`config.mk`:
```
export PLATFORM = sky130hd
export DESIGN_NAME = qes_top
export DESIGN_NICKNAME = d
export VERILOG_FILES = /design/src/rtl/qes_pkg.sv /design/src/rtl/qes_strm_if.sv /design/src/rtl/qes_classify.sv /design/src/rtl/qes_fifo.sv /design/src/rtl/qes_top.sv
export SDC_FILE = /design/constraint.sdc
export NUM_CORES = 2
export LEC_CHECK = 0
export BUFFER_PORTS_ARGS = -buffer_cell sky130_fd_sc_hd__buf_2
export CAP_MARGIN = 40
export CORE_MARGIN = 2
export CORE_UTILIZATION = 57
export DETAILED_ROUTE_END_ITERATION = 6
export PLACE_DENSITY = 0.78
export SLEW_MARGIN = 30
export SYNTH_ARGS = -nofsm -noshare
export SYNTH_HDL_FRONTEND = slang
export SYNTH_SLANG_ARGS = --single-unit
```
`constraint.sdc`:
```
create_clock -name mclk_in -period 26.6 [get_ports mclk_in]
set_clock_uncertainty 0.2 [all_clocks]
set_input_delay 2.66 -clock mclk_in [delete_from_list [all_inputs] [get_ports mclk_in]]
set_output_delay 2.66 -clock mclk_in [all_outputs]
set_load 0.05 [all_outputs]
```
`src/rtl/qes_pkg.sv`:
```
// Constants, types and helpers shared by the egress queue scheduler
package qes_pkg;
  localparam int NQ = 4;
  localparam int ADDR_W = 12;
  typedef enum logic [1:0] {QES_FCFS, QES_STRICT, QES_WRR} qes_mode_t;
  // Register byte offsets
  localparam logic [ADDR_W-1:0] OFS_MODE = 12'h000;
  localparam logic [ADDR_W-1:0] OFS_WEIGHT = 12'h004;
  localparam logic [ADDR_W-1:0] OFS_MAP = 12'h008;
  localparam logic [ADDR_W-1:0] OFS_STATUS = 12'h00C;
  localparam logic [ADDR_W-1:0] OFS_PORT_BASE = 12'h010;
  // Field positions
  localparam int PPRIO_EN_BIT = 3;
  localparam int STAT_CUR_LSB = 4;
  // Values after reset, then AXI response codes
  localparam logic [1:0] RST_MODE = 2'h2;
  localparam logic [31:0] RST_WEIGHT = 32'h01020408;
  localparam logic [15:0] RST_MAP = 16'h05AF;
  localparam logic [3:0] RST_PPRIO = 4'h0;
  localparam logic [1:0] RESP_OKAY = 2'h0;
  localparam logic [1:0] RESP_SLVERR = 2'h2;

  function automatic logic [31:0] qes_merge(input logic [31:0] old, input logic [31:0] wd,
                                            input logic [3:0] strb);
    qes_merge = old;
    for (int i = 0; i < 4; i++) begin
      if (strb[i]) begin
        qes_merge[8*i +: 8] = wd[8*i +: 8];
      end
    end
  endfunction

  function automatic logic [1:0] qes_map_q(input logic [15:0] map, input logic [2:0] prio);
    qes_map_q = map[{prio, 1'b0} +: 2];
  endfunction

  function automatic qes_mode_t qes_mode_dec(input logic [1:0] raw);
    unique case (raw)
      2'h0: qes_mode_dec = QES_FCFS;
      2'h1: qes_mode_dec = QES_STRICT;
      default: qes_mode_dec = QES_WRR;
    endcase
  endfunction
endpackage

```
`src/rtl/qes_strm_if.sv`:
```
// Valid/ready stream carrier between the scheduler's own modules
interface qes_strm_if #(parameter int WIDTH = 8);
  logic valid;
  logic ready;
  logic [WIDTH-1:0] data;
  modport src (output valid, output data, input ready);
  modport snk (input valid, input data, output ready);
endinterface

```
`src/rtl/qes_classify.sv`:
```
// Ingress queue selection from tag priority or port static priority
module qes_classify #(
  parameter int NPORTS = 8,
  parameter int PW = 3
) (
  // Packet attributes
  input wire logic tagged_in,
  input wire logic [2:0] pcp_in,
  input wire logic [PW-1:0] port_in,
  // Configuration
  input wire logic [NPORTS-1:0][3:0] pprio_in,
  input wire logic [15:0] map_in,
  // Result
  output logic [1:0] queue_out
);
  logic [3:0] pp;
  logic [2:0] prio;

  always_comb begin
    pp = (int'(port_in) < NPORTS) ? pprio_in[port_in] : 4'h0;
    if (tagged_in) begin
      prio = pcp_in;
    end else if (pp[qes_pkg::PPRIO_EN_BIT]) begin
      prio = pp[2:0];
    end else begin
      prio = 3'h0;
    end
    queue_out = qes_pkg::qes_map_q(map_in, prio);
  end
endmodule // qes_classify

```
`src/rtl/qes_fifo.sv`:
```
// Register-based FIFO with valid/ready on both sides and a fill level
module qes_fifo #(
  parameter int WIDTH = 8,
  parameter int DEPTH = 8
) (
  // Clock and reset
  input wire logic mclk_in,
  input wire logic rst_n_in,
  // Stream sides
  qes_strm_if.snk wr,
  qes_strm_if.src rd,
  // Status
  output logic [$clog2(DEPTH):0] level_out
);
  localparam int AW = $clog2(DEPTH);
  if (DEPTH < 2 || (DEPTH & (DEPTH - 1)) != 0) begin : g_chk
    $error("qes_fifo: DEPTH must be a power of two of at least 2");
  end
  typedef struct packed {
    logic [DEPTH-1:0][WIDTH-1:0] mem;
    logic [AW:0] wptr;
    logic [AW:0] rptr;
  } qes_fifo_st_t;
  qes_fifo_st_t st;
  qes_fifo_st_t next_st;
  logic full;
  logic empty;

  assign level_out = st.wptr - st.rptr;
  assign full = (level_out == (AW+1)'(DEPTH));
  assign empty = (st.wptr == st.rptr);
  assign wr.ready = !full;
  assign rd.valid = !empty;
  assign rd.data = st.mem[st.rptr[AW-1:0]];

  always_comb begin
    next_st = st;
    if (wr.valid && !full) begin
      next_st.mem[st.wptr[AW-1:0]] = wr.data;
      next_st.wptr = st.wptr + 1'b1;
    end
    if (rd.ready && !empty) begin
      next_st.rptr = st.rptr + 1'b1;
    end
  end

  always_ff @(posedge mclk_in or negedge rst_n_in) begin
    if (!rst_n_in) begin
      st <= '0;
    end else begin
      st <= next_st;
    end
  end
endmodule // qes_fifo

```
`src/rtl/qes_top.sv`:
```
// Egress QoS queue scheduler: classifier, four queues, scheduler, AXI4-Lite registers
module qes_top #(
  parameter int DW = 16,
  parameter int DEPTH = 8,
  parameter int NPORTS = 8,
  parameter int PW = 3
) (
  // Clock and reset
  input wire logic mclk_in,
  input wire logic rst_n_in,
  // AXI4-Lite write
  input wire logic [qes_pkg::ADDR_W-1:0] s_axi_awaddr_in,
  input wire logic s_axi_awvalid_in,
  output logic s_axi_awready_out,
  input wire logic [31:0] s_axi_wdata_in,
  input wire logic [3:0] s_axi_wstrb_in,
  input wire logic s_axi_wvalid_in,
  output logic s_axi_wready_out,
  output logic [1:0] s_axi_bresp_out,
  output logic s_axi_bvalid_out,
  input wire logic s_axi_bready_in,
  // AXI4-Lite read
  input wire logic [qes_pkg::ADDR_W-1:0] s_axi_araddr_in,
  input wire logic s_axi_arvalid_in,
  output logic s_axi_arready_out,
  output logic [31:0] s_axi_rdata_out,
  output logic [1:0] s_axi_rresp_out,
  output logic s_axi_rvalid_out,
  input wire logic s_axi_rready_in,
  // Ingress packets from the fabric
  input wire logic in_valid_in,
  output logic in_ready_out,
  input wire logic [DW-1:0] in_desc_in,
  input wire logic in_tagged_in,
  input wire logic [2:0] in_pcp_in,
  input wire logic [PW-1:0] in_port_in,
  // Egress packets to the transmit MAC
  output logic out_valid_out,
  input wire logic out_ready_in,
  output logic [DW-1:0] out_desc_out,
  output logic [1:0] out_queue_out
);
  localparam int NQ = qes_pkg::NQ;
  localparam int SW = $clog2(NQ * DEPTH) + 1;
  localparam int LW = $clog2(DEPTH) + 1;
  localparam int QW = DW + SW;
  if (NPORTS < 1 || NPORTS > 1004 || (1 << PW) < NPORTS || DW < 1) begin : g_chk
    $error("qes_top: NPORTS, PW or DW out of range");
  end

  typedef struct packed {
    logic aw_rdy;
    logic bvalid;
    logic [1:0] bresp;
    logic ar_rdy;
    logic rvalid;
    logic [31:0] rdata;
    logic [1:0] rresp;
    logic [1:0] mode;
    logic [31:0] weight;
    logic [15:0] map;
    logic [NPORTS-1:0][3:0] pprio;
    logic [1:0] cur;
    logic [7:0] cnt;
    logic [SW-1:0] seq;
    logic in_rdy;
    logic out_valid;
    logic [DW-1:0] out_desc;
    logic [1:0] out_q;
    logic fresh;
  } qes_st_t;

  qes_st_t st;
  qes_st_t next_st;
  logic [1:0] rst_sync;
  logic rst_n;
  logic acc;
  logic [1:0] cls_q;
  logic [NQ-1:0] hv;
  logic [NQ-1:0] pop_q;
  logic [NQ-1:0] wr_rdy;
  logic [NQ-1:0][QW-1:0] head;
  logic [NQ-1:0][SW-1:0] age;
  logic [NQ-1:0][LW-1:0] lvl;
  logic [1:0] sel;
  logic can_load;
  logic space_ok;
  logic wrr_take;
  qes_pkg::qes_mode_t mode_dec;

  // Reset release through two flops
  always_ff @(posedge mclk_in or negedge rst_n_in) begin
    if (!rst_n_in) begin
      rst_sync <= 2'h0;
    end else begin
      rst_sync <= {rst_sync[0], 1'b1};
    end
  end
  assign rst_n = rst_sync[1];

  qes_classify #(.NPORTS(NPORTS), .PW(PW)) u_cls (
    .tagged_in(in_tagged_in),
    .pcp_in(in_pcp_in),
    .port_in(in_port_in),
    .pprio_in(st.pprio),
    .map_in(st.map),
    .queue_out(cls_q)
  );

  // Queue index 0 is highest priority, 3 is lowest
  for (genvar q = 0; q < NQ; q++) begin : g_q
    qes_strm_if #(.WIDTH(QW)) qw ();
    qes_strm_if #(.WIDTH(QW)) qr ();
    assign qw.valid = acc && (cls_q == 2'(q));
    assign qw.data = {st.seq, in_desc_in};
    assign wr_rdy[q] = qw.ready;
    assign hv[q] = qr.valid;
    assign head[q] = qr.data;
    assign qr.ready = pop_q[q];
    assign age[q] = st.seq - qr.data[QW-1 -: SW];
    qes_fifo #(.WIDTH(QW), .DEPTH(DEPTH)) u_fifo (
      .mclk_in(mclk_in),
      .rst_n_in(rst_n),
      .wr(qw),
      .rd(qr),
      .level_out(lvl[q])
    );
  end

  assign acc = in_valid_in && st.in_rdy;
  assign mode_dec = qes_pkg::qes_mode_dec(st.mode);
  assign can_load = !st.out_valid || out_ready_in;
  assign wrr_take = hv[st.cur] && (st.cnt < st.weight[8*st.cur +: 8]);

  // Queue selection per mode
  always_comb begin
    sel = 2'h0;
    pop_q = '0;
    unique case (mode_dec)
      qes_pkg::QES_FCFS: begin
        for (int q = NQ - 1; q >= 0; q--) begin
          if (hv[q] && (!hv[sel] || age[q] >= age[sel])) begin
            sel = 2'(q);
          end
        end
        pop_q[sel] = can_load && hv[sel];
      end
      qes_pkg::QES_STRICT: begin
        for (int q = NQ - 1; q >= 0; q--) begin
          if (hv[q]) begin
            sel = 2'(q);
          end
        end
        pop_q[sel] = can_load && hv[sel];
      end
      qes_pkg::QES_WRR: begin
        sel = st.cur;
        pop_q[sel] = can_load && wrr_take;
      end
    endcase
  end

  // Room for one more push in every queue even after this cycle's push
  always_comb begin
    space_ok = 1'b1;
    for (int q = 0; q < NQ; q++) begin
      if (lvl[q] > LW'(DEPTH - 2)) begin
        space_ok = 1'b0;
      end
    end
  end

  always_comb begin
    logic [31:0] merged;
    logic [qes_pkg::ADDR_W-1:0] pidx;
    merged = 32'h0;
    pidx = '0;
    next_st = st;
    next_st.fresh = 1'b0;
    next_st.in_rdy = space_ok;
    if (acc) begin
      next_st.seq = st.seq + 1'b1;
    end
    // Write channel: address and data taken together
    next_st.aw_rdy = s_axi_awvalid_in && s_axi_wvalid_in && !st.aw_rdy && !st.bvalid;
    if (st.bvalid && s_axi_bready_in) begin
      next_st.bvalid = 1'b0;
    end
    if (st.aw_rdy) begin
      next_st.bvalid = 1'b1;
      next_st.bresp = qes_pkg::RESP_OKAY;
      pidx = (s_axi_awaddr_in - qes_pkg::OFS_PORT_BASE) >> 2;
      if (s_axi_awaddr_in == qes_pkg::OFS_MODE) begin
        merged = qes_pkg::qes_merge({30'h0, st.mode}, s_axi_wdata_in, s_axi_wstrb_in);
        next_st.mode = merged[1:0];
      end else if (s_axi_awaddr_in == qes_pkg::OFS_WEIGHT) begin
        next_st.weight = qes_pkg::qes_merge(st.weight, s_axi_wdata_in, s_axi_wstrb_in);
      end else if (s_axi_awaddr_in == qes_pkg::OFS_MAP) begin
        merged = qes_pkg::qes_merge({16'h0, st.map}, s_axi_wdata_in, s_axi_wstrb_in);
        next_st.map = merged[15:0];
      end else if (s_axi_awaddr_in >= qes_pkg::OFS_PORT_BASE && s_axi_awaddr_in[1:0] == 2'h0 &&
                   int'(pidx) < NPORTS) begin
        merged = qes_pkg::qes_merge({28'h0, st.pprio[pidx]}, s_axi_wdata_in, s_axi_wstrb_in);
        next_st.pprio[pidx] = merged[3:0];
      end else if (s_axi_awaddr_in != qes_pkg::OFS_STATUS) begin
        next_st.bresp = qes_pkg::RESP_SLVERR;
      end
    end
    // Read channel
    next_st.ar_rdy = s_axi_arvalid_in && !st.ar_rdy && !st.rvalid;
    if (st.rvalid && s_axi_rready_in) begin
      next_st.rvalid = 1'b0;
    end
    if (st.ar_rdy) begin
      next_st.rvalid = 1'b1;
      next_st.rresp = qes_pkg::RESP_OKAY;
      next_st.rdata = 32'h0;
      pidx = (s_axi_araddr_in - qes_pkg::OFS_PORT_BASE) >> 2;
      if (s_axi_araddr_in == qes_pkg::OFS_MODE) begin
        next_st.rdata = {30'h0, st.mode};
      end else if (s_axi_araddr_in == qes_pkg::OFS_WEIGHT) begin
        next_st.rdata = st.weight;
      end else if (s_axi_araddr_in == qes_pkg::OFS_MAP) begin
        next_st.rdata = {16'h0, st.map};
      end else if (s_axi_araddr_in == qes_pkg::OFS_STATUS) begin
        next_st.rdata[NQ-1:0] = hv;
        next_st.rdata[qes_pkg::STAT_CUR_LSB +: 2] = st.cur;
      end else if (s_axi_araddr_in >= qes_pkg::OFS_PORT_BASE && s_axi_araddr_in[1:0] == 2'h0 &&
                   int'(pidx) < NPORTS) begin
        next_st.rdata = {28'h0, st.pprio[pidx]};
      end else begin
        next_st.rresp = qes_pkg::RESP_SLVERR;
      end
    end
    // Round robin position: advance past an empty or spent queue in one cycle
    if (mode_dec == qes_pkg::QES_WRR) begin
      if (pop_q[st.cur]) begin
        next_st.cnt = st.cnt + 8'h01;
      end else if (!wrr_take) begin
        next_st.cur = st.cur + 2'h1;
        next_st.cnt = 8'h00;
      end
    end
    // Output stage
    if (out_ready_in) begin
      next_st.out_valid = 1'b0;
    end
    if (|pop_q) begin
      next_st.out_valid = 1'b1;
      next_st.out_desc = head[sel][DW-1:0];
      next_st.out_q = sel;
    end
  end

  always_ff @(posedge mclk_in or negedge rst_n) begin
    if (!rst_n) begin
      st <= '0;
      st.mode <= qes_pkg::RST_MODE;
      st.weight <= qes_pkg::RST_WEIGHT;
      st.map <= qes_pkg::RST_MAP;
      st.pprio <= {NPORTS{qes_pkg::RST_PPRIO}};
      st.fresh <= 1'b1;
    end else begin
      st <= next_st;
    end
  end

  assign s_axi_awready_out = st.aw_rdy;
  assign s_axi_wready_out = st.aw_rdy;
  assign s_axi_bvalid_out = st.bvalid;
  assign s_axi_bresp_out = st.bresp;
  assign s_axi_arready_out = st.ar_rdy;
  assign s_axi_rvalid_out = st.rvalid;
  assign s_axi_rdata_out = st.rdata;
  assign s_axi_rresp_out = st.rresp;
  assign in_ready_out = st.in_rdy;
  assign out_valid_out = st.out_valid;
  assign out_desc_out = st.out_desc;
  assign out_queue_out = st.out_q;

  // Checks
  logic fcfs_oldest;
  always_comb begin
    fcfs_oldest = 1'b1;
    for (int q = 0; q < NQ; q++) begin
      if (hv[q] && age[q] > age[sel]) begin
        fcfs_oldest = 1'b0;
      end
    end
  end

  a_reset_values: assert property (@(posedge mclk_in) disable iff (!rst_n)
    st.fresh |-> (st.mode == qes_pkg::RST_MODE && st.weight == 32'h01020408 && st.map == 16'h05AF))
    else $error("reset configuration wrong");
  a_fcfs_oldest_first: assert property (@(posedge mclk_in) disable iff (!rst_n)
    (mode_dec == qes_pkg::QES_FCFS && |pop_q) |-> fcfs_oldest)
    else $error("fcfs sent a younger packet first");
  a_strict_higher_empty: assert property (@(posedge mclk_in) disable iff (!rst_n)
    (mode_dec == qes_pkg::QES_STRICT && |pop_q) |-> ((pop_q - 4'h1) & hv) == 4'h0)
    else $error("strict served below a nonempty queue");
  a_wrr_weight_limit: assert property (@(posedge mclk_in) disable iff (!rst_n)
    (mode_dec == qes_pkg::QES_WRR && |pop_q) |-> (sel == st.cur && st.cnt < st.weight[8*st.cur +: 8])
      ##1 (st.cnt == $past(st.cnt) + 8'h01))
    else $error("round robin exceeded weight");
  a_wrr_skip_empty: assert property (@(posedge mclk_in) disable iff (!rst_n)
    (mode_dec == qes_pkg::QES_WRR && !hv[st.cur]) |=> (st.cur == $past(st.cur) + 2'h1 && st.cnt == 8'h00))
    else $error("round robin did not skip empty queue");
  a_tag_map_lookup: assert property (@(posedge mclk_in) disable iff (!rst_n)
    (acc && in_tagged_in) |-> cls_q == st.map[{in_pcp_in, 1'b0} +: 2])
    else $error("tagged packet in wrong queue");
  a_untag_static: assert property (@(posedge mclk_in) disable iff (!rst_n)
    (acc && !in_tagged_in && st.pprio[in_port_in][3]) |-> cls_q == st.map[{st.pprio[in_port_in][2:0], 1'b0} +: 2])
    else $error("untagged packet ignored port priority");
  a_untag_disabled: assert property (@(posedge mclk_in) disable iff (!rst_n)
    (acc && !in_tagged_in && !st.pprio[in_port_in][3]) |-> cls_q == st.map[1:0])
    else $error("disabled port priority not zero");
  a_push_has_room: assert property (@(posedge mclk_in) disable iff (!rst_n)
    acc |-> wr_rdy[cls_q])
    else $error("push into full queue");
  a_out_hold: assert property (@(posedge mclk_in) disable iff (!rst_n)
    (st.out_valid && !out_ready_in) |=> (st.out_valid && $stable(st.out_desc) && $stable(st.out_q)))
    else $error("egress output changed while stalled");

  c_fcfs_pop: cover property (@(posedge mclk_in) disable iff (!rst_n) mode_dec == qes_pkg::QES_FCFS && |pop_q);
  c_strict_pop: cover property (@(posedge mclk_in) disable iff (!rst_n) mode_dec == qes_pkg::QES_STRICT && pop_q[3]);
  c_wrr_wrap: cover property (@(posedge mclk_in) disable iff (!rst_n) mode_dec == qes_pkg::QES_WRR && st.cur == 2'h3
    ##1 st.cur == 2'h0);
  c_in_stall: cover property (@(posedge mclk_in) disable iff (!rst_n) in_valid_in && !st.in_rdy);
endmodule // qes_top

```
==> results.toml <==
[outcome]
status = "complete, no violations"

[drt]
routed_wl_um = 112000
post-route-drc-count = 0
routedWlPerCell_um = 25.4
dr.pass1.iters = 5
num_vias = 27557
dr.first_iter.drc_count = 2209
viasPerCell = 6.28
drtAntennaViolNets = 0

[worst_setup_path]
cp_slowest_cell = "dfrtp_1"
crit_path_frequent_cell = "ha_1"
cpPeakStageDelay_ps = 760
path_class = "reg2reg"
critPathLaunchType = "register"
crit_arrival_ps = 11090
worst-endpoint-required_ps = 26970
crit_fanout = 65
end_kind = "register"

[sta]
max_freq_ghz = 0.0933
relSlewSlack = 0.439
drv_slew = 0
period_share = 0.403
whs_ps = 72.8
grt_setup_unrepaired = "false"
finalHoldViolCount = 0
tns_ps = 0
min_period_ps = 10720
setup_viol = 0
tightestPinTransition_ps = 835

[synth]
synthCells = 3249
ys_seq_area_frac = 0.508
synth_cell_types = 74
synthArstFlopShare = 1.00
yosysWarningCount = 0
synth.area.top_cells = "dfrtp_1, mux2_2, mux4_2"
synth_most_common_cell = "dfrtp_1"
syn_area_um2 = 44000
yosys.area.top_type = "dfrtp_1"
avgSynthCellArea_um2 = 13.6
synth_seq_cells = 894
synth_top_area_share = 0.501
synthFlopType = "dfrtp_1"
netlist_top_cells_count = "dfrtp_1, mux2_2, mux4_2"
synth_edf_count = 0

[floorplan]
fp.dieH_um = 282
core_um2 = 76200
dieArea_um2 = 79500
ioPinCount = 153
floorplan.initialDensity = 0.578
num_rows = 101
die_x_um = 282

[power_and_ir_drop]
power.density_nw_per_um2 = 70.4
peakVddDrop_mv = 0.0568
p_comb_frac = 0.213
p_leak_nw = 23.6
total_power_mw = 3.44
p_sw_frac = 0.307
p_seq_frac = 0.415
power.internal_mw = 2.38
power_frac_clock = 0.373
p_sw_mw = 1.06

[place]
place_congestion = 0.923
dp_cells = 4203
io_buffers = 150
dpl.hpwl_um = 73600

[finish]
fin_util = 0.641
nFillCells = 5369
finalNonFillerCells = 4385
layout-drive-gt1-share = 0.423
antenna-diode-count = 0
layout.nets = 3457
area_growth_pct = 11.0

[grt]
grt_pass1_vias = 29421
antenna_found_initial = 3
grt_pass1_wl_um = 174000
track_usage = 0.287
grt-ovfl-total = 0
grt_max_degree = 191

[cts]
cts_root_buf = "clkbuf_16"
clock_path_buffers = 3
clk_pin_slew_ps = 60
cts_buffers = 94
cts_num_sinks = 894
cts_tree = "yes"
clk_latency_ps = 650
postCtsSetupRepairBufs = 0
cts_resized = 0
h-tree-depth = 3
ctsHoldBuffers = 0

[run]
drv_cap = 0

[worst_hold_path]
hp-class = "reg2async"
state kept, by name (all words and copies together), names as in the netlist:
| register | flops |
|---|---|
| out_queue_out | 2 |
| s_axi_rvalid_out | 1 |
| g_q.u_fifo.st | 736 |
| st | 92 |
| s_axi_rdata_out | 32 |
| g_q.qw.data | 6 |
| s_axi_arready_out | 1 |
| s_axi_rresp_out | 1 |
| out_valid_out | 1 |
| s_axi_awready_out | 1 |
| s_axi_bvalid_out | 1 |
| s_axi_bresp_out | 1 |
| in_ready_out | 1 |
| out_desc_out | 16 |
| rst_sync | 2 |
layer usage:
layer  track usage  vias up  share of wire
met5             0        -              0
met4         0.106        0          0.038
met3        0.0507      229          0.059
met2         0.468      885           0.49
met1         0.389    14631           0.41
li1              -    11812              -
power groups by stage:
stage	logic, mW	registers, mW	clock network (mW)
floorplan	0.512	1.45	0
global placement	0.683	1.46	0
detailed placement	0.710	1.46	0
CTS	0.711	1.43	1.30
global route	0.785	1.43	1.36
finish	0.732	1.43	1.28
placed cells by master, fill, tap and decap left out, types with 8 or more instances in the layout:
cell	n
a21o_1	21
o21a_1	8
nor3_2	8
o22a_1	32
buf_2	154
a31oi_1	10
fa_1	8
ha_1	75
mux2_2	760
clkbuf_1	24
buf_16	14
clkinv_2	15
inv_1	72
nor2_1	202
dfstp_2	13
nor2b_1	16
a21oi_1	29
mux4_2	213
nand2b_1	11
a221o_1	11
mux2_1	20
nor3_1	32
xnor2_1	35
nand3_1	22
o32a_1	16
buf_4	51
mux2i_1	39
clkbuf_8	22
clkbuf_16	95
dfrtp_1	872
o21ai_0	89
xor2_1	22
nand4_1	14
o31ai_1	18
nand2_1	154
cells by family (layout without fill, tap and decap cells):
| group | count (synthesis) | in the layout | share of synthesized area |
|---|---|---|---|
| other | 2 | 3 | 0.000171 |
| adders and majority gates | 83 | 83 | 0.0249 |
| AOI/OAI and AO/OA | 281 | 281 | 0.0442 |
| DFF | 894 | 894 | 0.508 |
| buffers and inverters | 378 | 483 | 0.0392 |
| xor gates and xnor gates | 57 | 57 | 0.0113 |
| and+or+nand+nor | 521 | 521 | 0.0538 |
| muxes | 1033 | 1033 | 0.318 |
worst paths after layout:
path,to,startpoint,cells past startpoint,slack [ps]
worst max-delay path,out_desc_out[5],g_q[0].qw.data[16],41,15880
worst max register to register,out_desc_out[5],g_q[0].qw.data[16],41,15880
worst min register to register,g_q[2].u_fifo.st[161],rst_sync[1],0,70
worst min-delay path,g_q[2].u_fifo.st[161],rst_sync[1],0,70
min in group mclk_in,rst_sync[1],rst_sync[0],0,140
max in group asynchronous,g_q[1].u_fifo.st[158],rst_sync[1],7,22850
per-stage QoR:
step                worst slack, ps  cell area (µm²)
finish                        15880            48900
global placement              14840            45200
detailed placement            15700            45600
floorplan                     11900            44000
global route                  14980            48900
CTS                           15610            48600
area by class of cell:
type | count | area [µm²] | area share
clock buffers | 141 | 2770 | 0.0567
clock inverters | 28 | 251 | 0.00515
inverters | 76 | 285 | 0.00584
multi-input cells | 1978 | 20000 | 0.410
flip-flops and latches | 894 | 22400 | 0.458
well taps | 1030 | 1290 | 0.0264
repair buffers | 238 | 1830 | 0.0375
critical path, delay by kind of cell, from the launching register on:
family,cells,cell delay [ps]
compound gates,23,4620
fa+ha+maj,6,2030
buf+inv,6,1830
flops,1,760
simple gates,5,750
mux,1,320
No activity file was read; power rests on OpenSTA's default activity.
